==> config.mk <==
export PLATFORM = sky130hd
export DESIGN_NAME = display_driver_reset_sequencer
export DESIGN_NICKNAME = d
export VERILOG_FILES = /design/src/shared/rst_seq_pkg.sv /design/src/shared/rst_class_if.sv /design/src/design/display_driver_reset_sequencer.sv /design/src/design/reset_pin_filter.sv
export SDC_FILE = /design/constraint.sdc
export NUM_CORES = 1
export LEC_CHECK = 0
export BUFFER_PORTS_ARGS = -buffer_cell sky130_fd_sc_hd__buf_2
export CAP_MARGIN = 30
export CELL_PAD_IN_SITES_DETAIL_PLACEMENT = 1
export CELL_PAD_IN_SITES_GLOBAL_PLACEMENT = 2
export CORE_MARGIN = 2
export CORE_UTILIZATION = 38
export DETAILED_ROUTE_END_ITERATION = 8
export GPL_ROUTABILITY_DRIVEN = 0
export MAX_ROUTING_LAYER = met4
export PLACE_DENSITY = 0.83
export SYNTH_ARGS = -nofsm -noshare
export SYNTH_HDL_FRONTEND = slang
export SYNTH_SLANG_ARGS = --single-unit
==> constraint.sdc <==
create_clock -name mclk -period 5.39 [get_ports mclk]
set_input_delay 0.8085 -clock mclk [delete_from_list [all_inputs] [get_ports mclk]]
set_output_delay 0.8085 -clock mclk [all_outputs]
set_load 0.005 [all_outputs]
==> src/shared/rst_seq_pkg.sv <==
/*
  constants, types and timing counts shared by the reset sequencer and its pin filter.
  assumes a single 200 MHz core clock; all times are turned into cycle counts here.
*/
package rst_seq_pkg;
  // ----------------------------------------------------------------
  // clock and time base
  // ----------------------------------------------------------------
  localparam int CLK_PERIOD_PS = 5000;                     // 200 MHz core clock
  localparam int CYC_PER_MS = 1000000000 / CLK_PERIOD_PS;  // whole cycles in one millisecond

  // ----------------------------------------------------------------
  // pin pulse thresholds (least times, rounded up)
  // ----------------------------------------------------------------
  localparam int T_REJECT_NS = 5000;   // shorter low pulses are spikes
  localparam int T_FULL_NS = 10000;    // longer low pulses are a full reset
  localparam int REJECT_CYC = (T_REJECT_NS * 1000 + CLK_PERIOD_PS - 1) / CLK_PERIOD_PS;
  localparam int FULL_CYC = (T_FULL_NS * 1000 + CLK_PERIOD_PS - 1) / CLK_PERIOD_PS;
  localparam int FILT_W = 12;          // pulse counter width, holds FULL_CYC

  // ----------------------------------------------------------------
  // release and blanking times (longest times, rounded down)
  // ----------------------------------------------------------------
  localparam int T_REL_SLEEP_IN_MS = 5;
  localparam int T_REL_SLEEP_OUT_MS = 120;
  localparam int T_BLANK_MAX_MS = 120;
  localparam int REL_SLEEP_IN_DFLT = T_REL_SLEEP_IN_MS * CYC_PER_MS;
  localparam int REL_SLEEP_OUT_DFLT = T_REL_SLEEP_OUT_MS * CYC_PER_MS;
  localparam int BLANK_SEQ_DFLT = T_BLANK_MAX_MS * CYC_PER_MS;
  localparam int REL_W = 25;           // release timer width, holds 24e6

  // ----------------------------------------------------------------
  // stored settings layout
  // ----------------------------------------------------------------
  localparam int NVM_WORDS_DFLT = 4;
  localparam int IDX_ID1 = 0;
  localparam int IDX_ID2 = 1;
  localparam int IDX_ID3 = 2;
  localparam int IDX_VCOM = 3;
  localparam logic [7:0] SETTING_RESET = 8'h00;  // working value before first load

  // ----------------------------------------------------------------
  // power mode straps
  // ----------------------------------------------------------------
  localparam logic [2:0] STRAP_BOOST_A = 3'h1;   // modes 2a and 4
  localparam logic [2:0] STRAP_BOOST_B = 3'h2;   // mode 3

  typedef enum logic [1:0] {
    PM_NONE = 2'b00,
    PM_2A = 2'b01,
    PM_3 = 2'b10,
    PM_4 = 2'b11
  } pwr_mode_e;

  typedef enum logic [1:0] {
    ST_RUN = 2'b00,     // normal operation
    ST_BLANK = 2'b01,   // pin held low, display blanked
    ST_LOAD = 2'b10,    // reloading stored settings
    ST_SETTLE = 2'b11   // waiting out the release time
  } seq_state_e;
endpackage

==> src/shared/rst_class_if.sv <==
/*
  carrier for the classified reset pin events, filter to sequencer.
  assumes both ends run on mclk; every signal is a one-cycle pulse.
*/
`timescale 1ns/100ps
interface rst_class_if;
  logic start;  // low run reached the rejection limit
  logic full;   // low cycles, summed across spikes, reached the full reset width
  logic rel;    // pin high long enough to count as released
  modport filt (output start, output full, output rel);
  modport seq (input start, input full, input rel);
endinterface

==> src/design/display_driver_reset_sequencer.sv <==
/*
  reset and start-up sequencer of the display driver core.
  holds the core in reset, blanks the panel, reloads stored settings and
  times the release windows the host must honour.
  assumes a one-cycle-latency settings memory read port and a sleep state
  level from the command decoder; all inputs synchronous to mclk except
  the reset pin, which the filter synchronises.
*/
//
// Overview of operation
// - ignore short low pulses, long ones reset
// - reload stored settings on every release
// - finish release in 5 or 120 ms
// - blank display during reset, bounded sequence
// - reject high spikes inside valid reset
// - decode power mode from straps
`timescale 1ns/100ps
module display_driver_reset_sequencer
  import rst_seq_pkg::*;
#(
  parameter int NVM_WORDS = NVM_WORDS_DFLT,
  parameter int REL_SLEEP_IN_CYC = REL_SLEEP_IN_DFLT,
  parameter int REL_SLEEP_OUT_CYC = REL_SLEEP_OUT_DFLT,
  parameter int BLANK_SEQ_CYC = BLANK_SEQ_DFLT
)(
  input wire logic mclk,
  input wire logic reset,
  input wire logic hw_reset_n,
  input wire logic sleep_out,
  input wire logic [2:0] boost_mode_strap,
  input wire logic regulator_input_select,
  input wire logic [7:0] nvm_rdata,
  output logic nvm_rd,
  output logic [$clog2(NVM_WORDS)-1:0] nvm_addr,
  output logic core_reset,
  output logic display_blank,
  output logic blank_seq_active,
  output logic release_busy,
  output logic full_reset_seen,
  output logic cmd_ready,
  output logic sleep_out_ready,
  output logic [7:0] id1,
  output logic [7:0] id2,
  output logic [7:0] id3,
  output logic [7:0] vcom_setting,
  output logic [1:0] power_mode
);
  localparam int AW = $clog2(NVM_WORDS);

  // ----------------------------------------------------------------
  // pin classifier
  // ----------------------------------------------------------------
  rst_class_if cls ();

  reset_pin_filter u_filt (
    .mclk(mclk),
    .reset(reset),
    .hw_reset_n(hw_reset_n),
    .cls(cls)
  );

  // ----------------------------------------------------------------
  // sequencer state
  // ----------------------------------------------------------------
  seq_state_e st_q, st_d;
  logic was_sleep_out_q, was_sleep_out_d;   // sleep state when reset began
  logic [REL_W-1:0] rel_cnt_q, rel_cnt_d;   // cycles since release
  logic [REL_W-1:0] blank_cnt_q, blank_cnt_d; // blanking sequence remaining
  logic rd_q, rd_d;
  logic [AW-1:0] addr_q, addr_d;
  logic core_rst_q, core_rst_d;
  logic blank_q, blank_d;
  logic busy_q, busy_d;
  logic full_q, full_d;
  logic cmd_q, cmd_d;
  logic slp_q, slp_d;
  logic [REL_W-1:0] limit;                  // release limit for captured state
  logic [7:0] word_q [NVM_WORDS];           // working copies of stored settings
  logic [1:0] pm_q, pm_d;
  logic blank_act_q, blank_act_d;           // blanking sequence running, registered for the pin

  assign limit = was_sleep_out_q ? REL_W'(REL_SLEEP_OUT_CYC) : REL_W'(REL_SLEEP_IN_CYC);
  assign blank_act_d = (blank_cnt_d != '0);

  // next values for the sequence
  always_comb begin
    st_d = st_q;
    was_sleep_out_d = was_sleep_out_q;
    rel_cnt_d = rel_cnt_q;
    blank_cnt_d = blank_cnt_q;
    rd_d = 1'b0;
    addr_d = addr_q;
    core_rst_d = core_rst_q;
    blank_d = blank_q;
    busy_d = busy_q;
    full_d = full_q | cls.full;
    cmd_d = cmd_q;
    slp_d = slp_q;
    // the release timer saturates; it gates the ready flags and the end of ST_SETTLE
    if (rel_cnt_q != {REL_W{1'b1}}) begin
      rel_cnt_d = rel_cnt_q + 1'b1;
    end
    if (blank_cnt_q != '0) begin
      blank_cnt_d = blank_cnt_q - 1'b1;
    end
    if (rel_cnt_d == REL_W'(REL_SLEEP_IN_CYC)) begin
      cmd_d = 1'b1;
    end
    if (rel_cnt_d == REL_W'(REL_SLEEP_OUT_CYC)) begin
      slp_d = 1'b1;
    end
    if (cls.start) begin
      // blank at once, from any state
      st_d = ST_BLANK;
      was_sleep_out_d = sleep_out;
      blank_cnt_d = sleep_out ? REL_W'(BLANK_SEQ_CYC) : '0;
      // park the timer so a fresh start can never reopen the ready flags
      rel_cnt_d = '1;
      core_rst_d = 1'b1;
      blank_d = 1'b1;
      busy_d = 1'b1;
      full_d = 1'b0;
      cmd_d = 1'b0;
      slp_d = 1'b0;
    end else begin
      case (st_q)
        ST_RUN: begin
          // nothing to do until the pin goes low long enough
        end
        ST_BLANK: begin
          if (cls.rel) begin
            st_d = ST_LOAD;
            rel_cnt_d = '0;
            addr_d = '0;
            rd_d = 1'b1;
          end
        end
        ST_LOAD: begin
          // rd_q high: byte still in flight; rd_q low: byte for addr_q is on the bus
          if (!rd_q) begin
            if (addr_q == AW'(NVM_WORDS - 1)) begin
              st_d = ST_SETTLE;
            end else begin
              addr_d = addr_q + 1'b1;
              rd_d = 1'b1;
            end
          end
        end
        ST_SETTLE: begin
          if (rel_cnt_d >= limit) begin
            st_d = ST_RUN;
            core_rst_d = 1'b0;
            blank_d = 1'b0;
            busy_d = 1'b0;
          end
        end
        default: begin
          st_d = ST_RUN;
        end
      endcase
    end
  end

  always_ff @(posedge mclk or posedge reset) begin
    if (reset) begin
      st_q <= ST_RUN;
      was_sleep_out_q <= 1'b0;
      rel_cnt_q <= '0;
      blank_cnt_q <= '0;
      blank_act_q <= 1'b0;
      rd_q <= 1'b0;
      addr_q <= '0;
      core_rst_q <= 1'b0;
      blank_q <= 1'b0;
      busy_q <= 1'b0;
      full_q <= 1'b0;
      cmd_q <= 1'b1;
      slp_q <= 1'b1;
    end else begin
      st_q <= st_d;
      was_sleep_out_q <= was_sleep_out_d;
      rel_cnt_q <= rel_cnt_d;
      blank_cnt_q <= blank_cnt_d;
      blank_act_q <= blank_act_d;
      rd_q <= rd_d;
      addr_q <= addr_d;
      core_rst_q <= core_rst_d;
      blank_q <= blank_d;
      busy_q <= busy_d;
      full_q <= full_d;
      cmd_q <= cmd_d;
      slp_q <= slp_d;
    end
  end

  // ----------------------------------------------------------------
  // working copies of stored settings
  // ----------------------------------------------------------------
  // a read (rd_q) returns its byte in the following cycle, when rd_q is low
  // again and addr_q still names the word, so that is the capture cycle
  for (genvar g = 0; g < NVM_WORDS; g++) begin : g_word
    logic [7:0] w_d;
    always_comb begin
      w_d = word_q[g];
      if (st_q == ST_LOAD && !rd_q && addr_q == AW'(g)) begin
        w_d = nvm_rdata;
      end
    end
    always_ff @(posedge mclk or posedge reset) begin
      if (reset) begin
        word_q[g] <= SETTING_RESET;
      end else begin
        word_q[g] <= w_d;
      end
    end
  end

  // ----------------------------------------------------------------
  // power mode straps, caught at each release
  // ----------------------------------------------------------------
  // strap and select decode
  always_comb begin
    pm_d = pm_q;
    if (cls.rel) begin
      if (boost_mode_strap == STRAP_BOOST_B) begin
        pm_d = PM_3;
      end else if (boost_mode_strap == STRAP_BOOST_A) begin
        pm_d = regulator_input_select ? PM_4 : PM_2A;
      end else begin
        pm_d = PM_NONE;
      end
    end
  end

  always_ff @(posedge mclk or posedge reset) begin
    if (reset) begin
      pm_q <= PM_NONE;
    end else begin
      pm_q <= pm_d;
    end
  end

  // ----------------------------------------------------------------
  // outputs, all from flops
  // ----------------------------------------------------------------
  assign nvm_rd = rd_q;
  assign nvm_addr = addr_q;
  assign core_reset = core_rst_q;
  assign display_blank = blank_q;
  assign blank_seq_active = blank_act_q;
  assign release_busy = busy_q;
  assign full_reset_seen = full_q;
  assign cmd_ready = cmd_q;
  assign sleep_out_ready = slp_q;
  assign id1 = word_q[IDX_ID1];
  assign id2 = word_q[IDX_ID2];
  assign id3 = word_q[IDX_ID3];
  assign vcom_setting = word_q[IDX_VCOM];
  assign power_mode = pm_q;
endmodule

==> src/design/reset_pin_filter.sv <==
/*
  synchroniser and pulse-width classifier for the active-low reset pin.
  assumes the pin is asynchronous to mclk and held by the host as a level.
*/
`timescale 1ns/100ps
module reset_pin_filter
  import rst_seq_pkg::*;
(
  input wire logic mclk,
  input wire logic reset,
  input wire logic hw_reset_n,
  rst_class_if.filt cls
);
  // ----------------------------------------------------------------
  // state
  // ----------------------------------------------------------------
  logic s1_q, s2_q;                  // two-stage synchroniser
  logic in_rst_q, in_rst_d;          // a valid low pulse is in progress
  logic [FILT_W-1:0] lo_q, lo_d;     // accumulated low cycles
  logic [FILT_W-1:0] hi_q, hi_d;     // current high run inside reset
  logic start_q, start_d, full_q, full_d, rel_q, rel_d;

  always_ff @(posedge mclk or posedge reset) begin
    if (reset) begin
      s1_q <= 1'b1;
      s2_q <= 1'b1;
    end else begin
      s1_q <= hw_reset_n;
      s2_q <= s1_q;
    end
  end

  // next-state for the classifier
  always_comb begin
    in_rst_d = in_rst_q;
    lo_d = lo_q;
    hi_d = '0;
    start_d = 1'b0;
    full_d = 1'b0;
    rel_d = 1'b0;
    if (!in_rst_q) begin
      if (s2_q) begin
        lo_d = '0;
      end else begin
        lo_d = lo_q + 1'b1;
        if (lo_d == FILT_W'(REJECT_CYC)) begin
          in_rst_d = 1'b1;
          start_d = 1'b1;
        end
      end
    end else if (!s2_q) begin
      // low cycles keep adding up even across short spikes
      if (lo_q != FILT_W'(FULL_CYC)) begin
        lo_d = lo_q + 1'b1;
        full_d = (lo_d == FILT_W'(FULL_CYC));
      end
    end else begin
      hi_d = hi_q + 1'b1;
      if (hi_d == FILT_W'(REJECT_CYC)) begin
        in_rst_d = 1'b0;
        rel_d = 1'b1;
        lo_d = '0;
        hi_d = '0;
      end
    end
  end

  // registers only
  always_ff @(posedge mclk or posedge reset) begin
    if (reset) begin
      in_rst_q <= 1'b0;
      lo_q <= '0;
      hi_q <= '0;
      start_q <= 1'b0;
      full_q <= 1'b0;
      rel_q <= 1'b0;
    end else begin
      in_rst_q <= in_rst_d;
      lo_q <= lo_d;
      hi_q <= hi_d;
      start_q <= start_d;
      full_q <= full_d;
      rel_q <= rel_d;
    end
  end

  assign cls.start = start_q;
  assign cls.full = full_q;
  assign cls.rel = rel_q;
endmodule

==> out/qor_table.md <==
| Quantity | Reported |
|:---|:---|
| Run status | completed |
| Growth of design area from synthesis to finish | 15.3% |
| Core ar. | 17400 um^2 |
| Highest net fanout along the worst path | 8 |
| Post-synthesis cell type count | 60 |
| Longest Clk Path Bufs | 2 |
| IO Pins | 60 |
| Via density per instance | 5.47 |
| Area of the multi-input gates | 3440 um^2 |
| Number of standard cells in the final layout excluding fillers | 991 |
| Hold_buf cts | 0 |
| Mapped Avg Cell Area | 9.68 um^2 |
| Max Clock Skew | 8.37 ps |
| Post-route ant nets | 0 |
| Max frequency | 252 MHz |
| Worst-margin pin slew | 944 ps |
| Number of global-route vias before repair | 5672 |
| Largest net degree at the start of global routing | 68 |
| Number of placement rows | 48 |
| Buffer and inverter count on the worst path | 0 |
| CP endpoint kind | register |
| Post_cts resized | 0 |
| Max VDD drop | 0.197 mV |
| Critical Setup Path Class | reg2reg |
| Buffer count from post-CTS setup fixing | 0 |
| DRT iter0 DRCs | 170 |
| Final core utilization | 45.0% |
| Grt total ovfl | 0 |
| Final wirelength | 17.2 mm |
| Highest-count cells in the layout ignoring fill and taps | 121 x sky130_fd_sc_hd__dfrtp_1, 76 x sky130_fd_sc_hd__nor2_1, 63 x sky130_fd_sc_hd__nand2_1 |
| Clock root buffer | sky130_fd_sc_hd__clkbuf_16 |
| Critical Path Source Type | register |
| Synthesized Nets | 738 |
| Remaining DRCs | 0 |
| Data required time of the worst path | 5730 ps |
| Inserted Diodes | 0 |
| Family with the most delay on the worst path | simple AND/OR/NAND/NOR gates |
| Overall die area | 18900 um^2 |
| Number of setup violations in the final report | 0 |
| H-tree Lvls | 4 |
| Pins Over Slew Limit | 0 |
| Min Tclk post-route | 3970 ps |
| Fin nets | 792 |
| Power density over the cells | 290 nW/um^2 |
| Iteration count of the initial detailed-routing pass | 4 |
| Async set-reset flop share out of synthesis | 100% |
| Class of the tightest hold or removal check | reg2reg |
| FF+latch area | 3130 um^2 |
| Clk pin slew, worst setup/hold paths | 60 ps |
| #FFs+latches synth | 125 |
| Fraction of layout instances using a drive strength above 1 | 18.7% |
| Worst-path cell chain | nand4_1 > nor4_1 > a21boi_1 > nand2_1 > xnor2_1 > ha_1 > and3_1 > nand3_1 > nor3b_1 > nand2_1 > nor4b_1 > o311ai_1 > a31oi_1 > mux2i_1 |
| TritonCTS clock tree | yes |
| Max-Slew Margin vs Limit | 36.9% |
| Worst endpoint data arrival time | 4310 ps |
| Setup tns final | 0 ps |
| Number of inserted filler cells in the final layout | 1967 |
| Static Leakage | 3.38 nW |
| Number of buffers created by CTS | 17 |
| Most frequent cell on the critical path | sky130_fd_sc_hd__nand2_1 |
| EDFF count, synth | 0 |
| Number of sinks driven by the clock tree | 125 |
| Source-to-sink clock delay at the later pin of the worst-skew pair | 420 ps |
| Count of input and output buffers | 59 |
| Initial antenna violation count | 0 |
| Overall routing resource usage | 19.7% |
| Flip-flop cell with the highest count after synthesis | sky130_fd_sc_hd__dfrtp_1 |
| Part of the cycle the worst path needs | 73.6% |
| Routed wire length per instance | 17.3 um |
| Initial core utilization | 39.0% |
| DP HPWL | 12.3 mm |
| Final count of hold timing violations | 0 |
| Max-cap check violation count | 0 |
| Slowest stage cell, crit path | sky130_fd_sc_hd__a21boi_1 |
| First-pass GRT wire length | 28.3 mm |
| Cell area after synthesis | 6770 um^2 |
| Vertical die dimension | 137 um |
| Largest stage delay, worst path | 550 ps |
| Instance count of the mapped netlist | 699 |
| Part of the Yosys area used for sequential elements | 46.3% |
| Chip Width | 137 um |
| Total number of vias | 5422 |
| Most common cell after layout, fill and taps aside | sky130_fd_sc_hd__dfrtp_1 |
| Unrepaired setup endpoints after global routing | false |
| Post-Place Cells | 959 |
| Total of warnings raised by yosys | 0 |
## cells by family after synthesis
kind of cell | count (synthesis) | synth area share, %
xor gates and xnor gates | 61 | 7.90
DFF | 125 | 46.3
and+or+nand+nor | 281 | 21.0
buffers and inverters | 47 | 2.85
AOI/OAI and AO/OA | 122 | 11.1
adders and majority gates | 23 | 4.25
muxes | 40 | 6.57
## worst paths after layout
check	startpoint	endpoint	slack [ps]	depth (start not counted)
max	rel_cnt_q[2]	st_q[0]	1420	14
min reg2reg	u_filt.s1_q	u_filt.s2_q	360	0
min in group asynchronous	reset	power_mode[1]	530	2
max in group asynchronous	reset	blank_cnt_q[4]	3500	3
min	u_filt.s1_q	u_filt.s2_q	360	0
max reg2reg	rel_cnt_q[2]	st_q[0]	1420	14
## routing by layer
metal | GRT usage, % | vias to the layer above | routed length [um]
li1 | - | 2585 | -
met3 | 4.38 | 18 | 501
met1 | 23.9 | 2738 | 7810
met2 | 33.0 | 81 | 8640
met5 | - | - | 0
met4 | 5.84 | 0 | 201
## power by group
part | switching, mW | leakage [nW] | internal (mW)
combinational | 0.0832 | 1.55 | 0.0685
clock | 0.470 | 0.262 | 0.602
sequential | 0.0553 | 1.57 | 0.987
total | 0.608 | 3.38 | 1.66
## flip-flops by register name, indices dropped and copies added, names as in the netlist, 2 cells and up
name / count
id3: 8
id1: 8
u_filt.lo_q: 12
nvm_addr: 2
u_filt.hi_q: 12
power_mode: 2
st_q: 2
rel_cnt_q: 25
id2: 8
vcom_setting: 8
blank_cnt_q: 25
## final cells by class
class | count | share of cell area [%]
Multi-Input combinational cell | 527 | 44.1
Clock inverter | 15 | 1.64
Sequential cell | 125 | 40.2
Clock buffer | 17 | 5.45
Inverter | 20 | 0.994
Timing Repair Buffer | 62 | 4.07
Tap cell | 225 | 3.61
## synthesized netlist by cell type, types with 3 or more instances
cell / count / area (um^2)
sky130_fd_sc_hd__dfrtp_1: 121 / 3030
sky130_fd_sc_hd__or2_2: 3 / 18.8
sky130_fd_sc_hd__and3_1: 9 / 56.3
sky130_fd_sc_hd__a31oi_1: 11 / 68.8
sky130_fd_sc_hd__nor3b_1: 3 / 22.5
sky130_fd_sc_hd__mux2_2: 35 / 394
sky130_fd_sc_hd__a21oi_1: 30 / 150
sky130_fd_sc_hd__nor3_1: 21 / 105
sky130_fd_sc_hd__dfstp_2: 4 / 105
sky130_fd_sc_hd__nand2b_1: 6 / 37.5
sky130_fd_sc_hd__mux2i_1: 5 / 50.1
sky130_fd_sc_hd__o21ai_0: 51 / 255
sky130_fd_sc_hd__nor2_1: 76 / 285
sky130_fd_sc_hd__and4_1: 6 / 52.6
sky130_fd_sc_hd__or3_1: 12 / 75.1
sky130_fd_sc_hd__nand3_1: 30 / 150
sky130_fd_sc_hd__and2_1: 7 / 43.8
sky130_fd_sc_hd__nand3b_1: 3 / 22.5
sky130_fd_sc_hd__o31ai_1: 3 / 22.5
sky130_fd_sc_hd__ha_1: 23 / 288
sky130_fd_sc_hd__xor2_1: 27 / 236
sky130_fd_sc_hd__nand2_1: 63 / 236
sky130_fd_sc_hd__nor4_1: 10 / 62.6
sky130_fd_sc_hd__clkbuf_1: 23 / 86.3
sky130_fd_sc_hd__xnor2_1: 34 / 298
sky130_fd_sc_hd__or4_1: 3 / 22.5
sky130_fd_sc_hd__nor2b_1: 5 / 31.3
sky130_fd_sc_hd__nand4_1: 10 / 62.6
sky130_fd_sc_hd__inv_1: 20 / 75.1
## through the flow
step	worst slack, ps	hold WS, ps	power (mW)	cell area [um^2]
floorplan	1260	345	1.16	6770
global placement	1680	348	1.20	7250
detailed placement	1430	349	1.21	7250
CTS	1420	358	2.30	7800
global route	1010	363	2.36	7800
finish	1420	356	2.27	7800
Power figures use the tool's default switching activity.
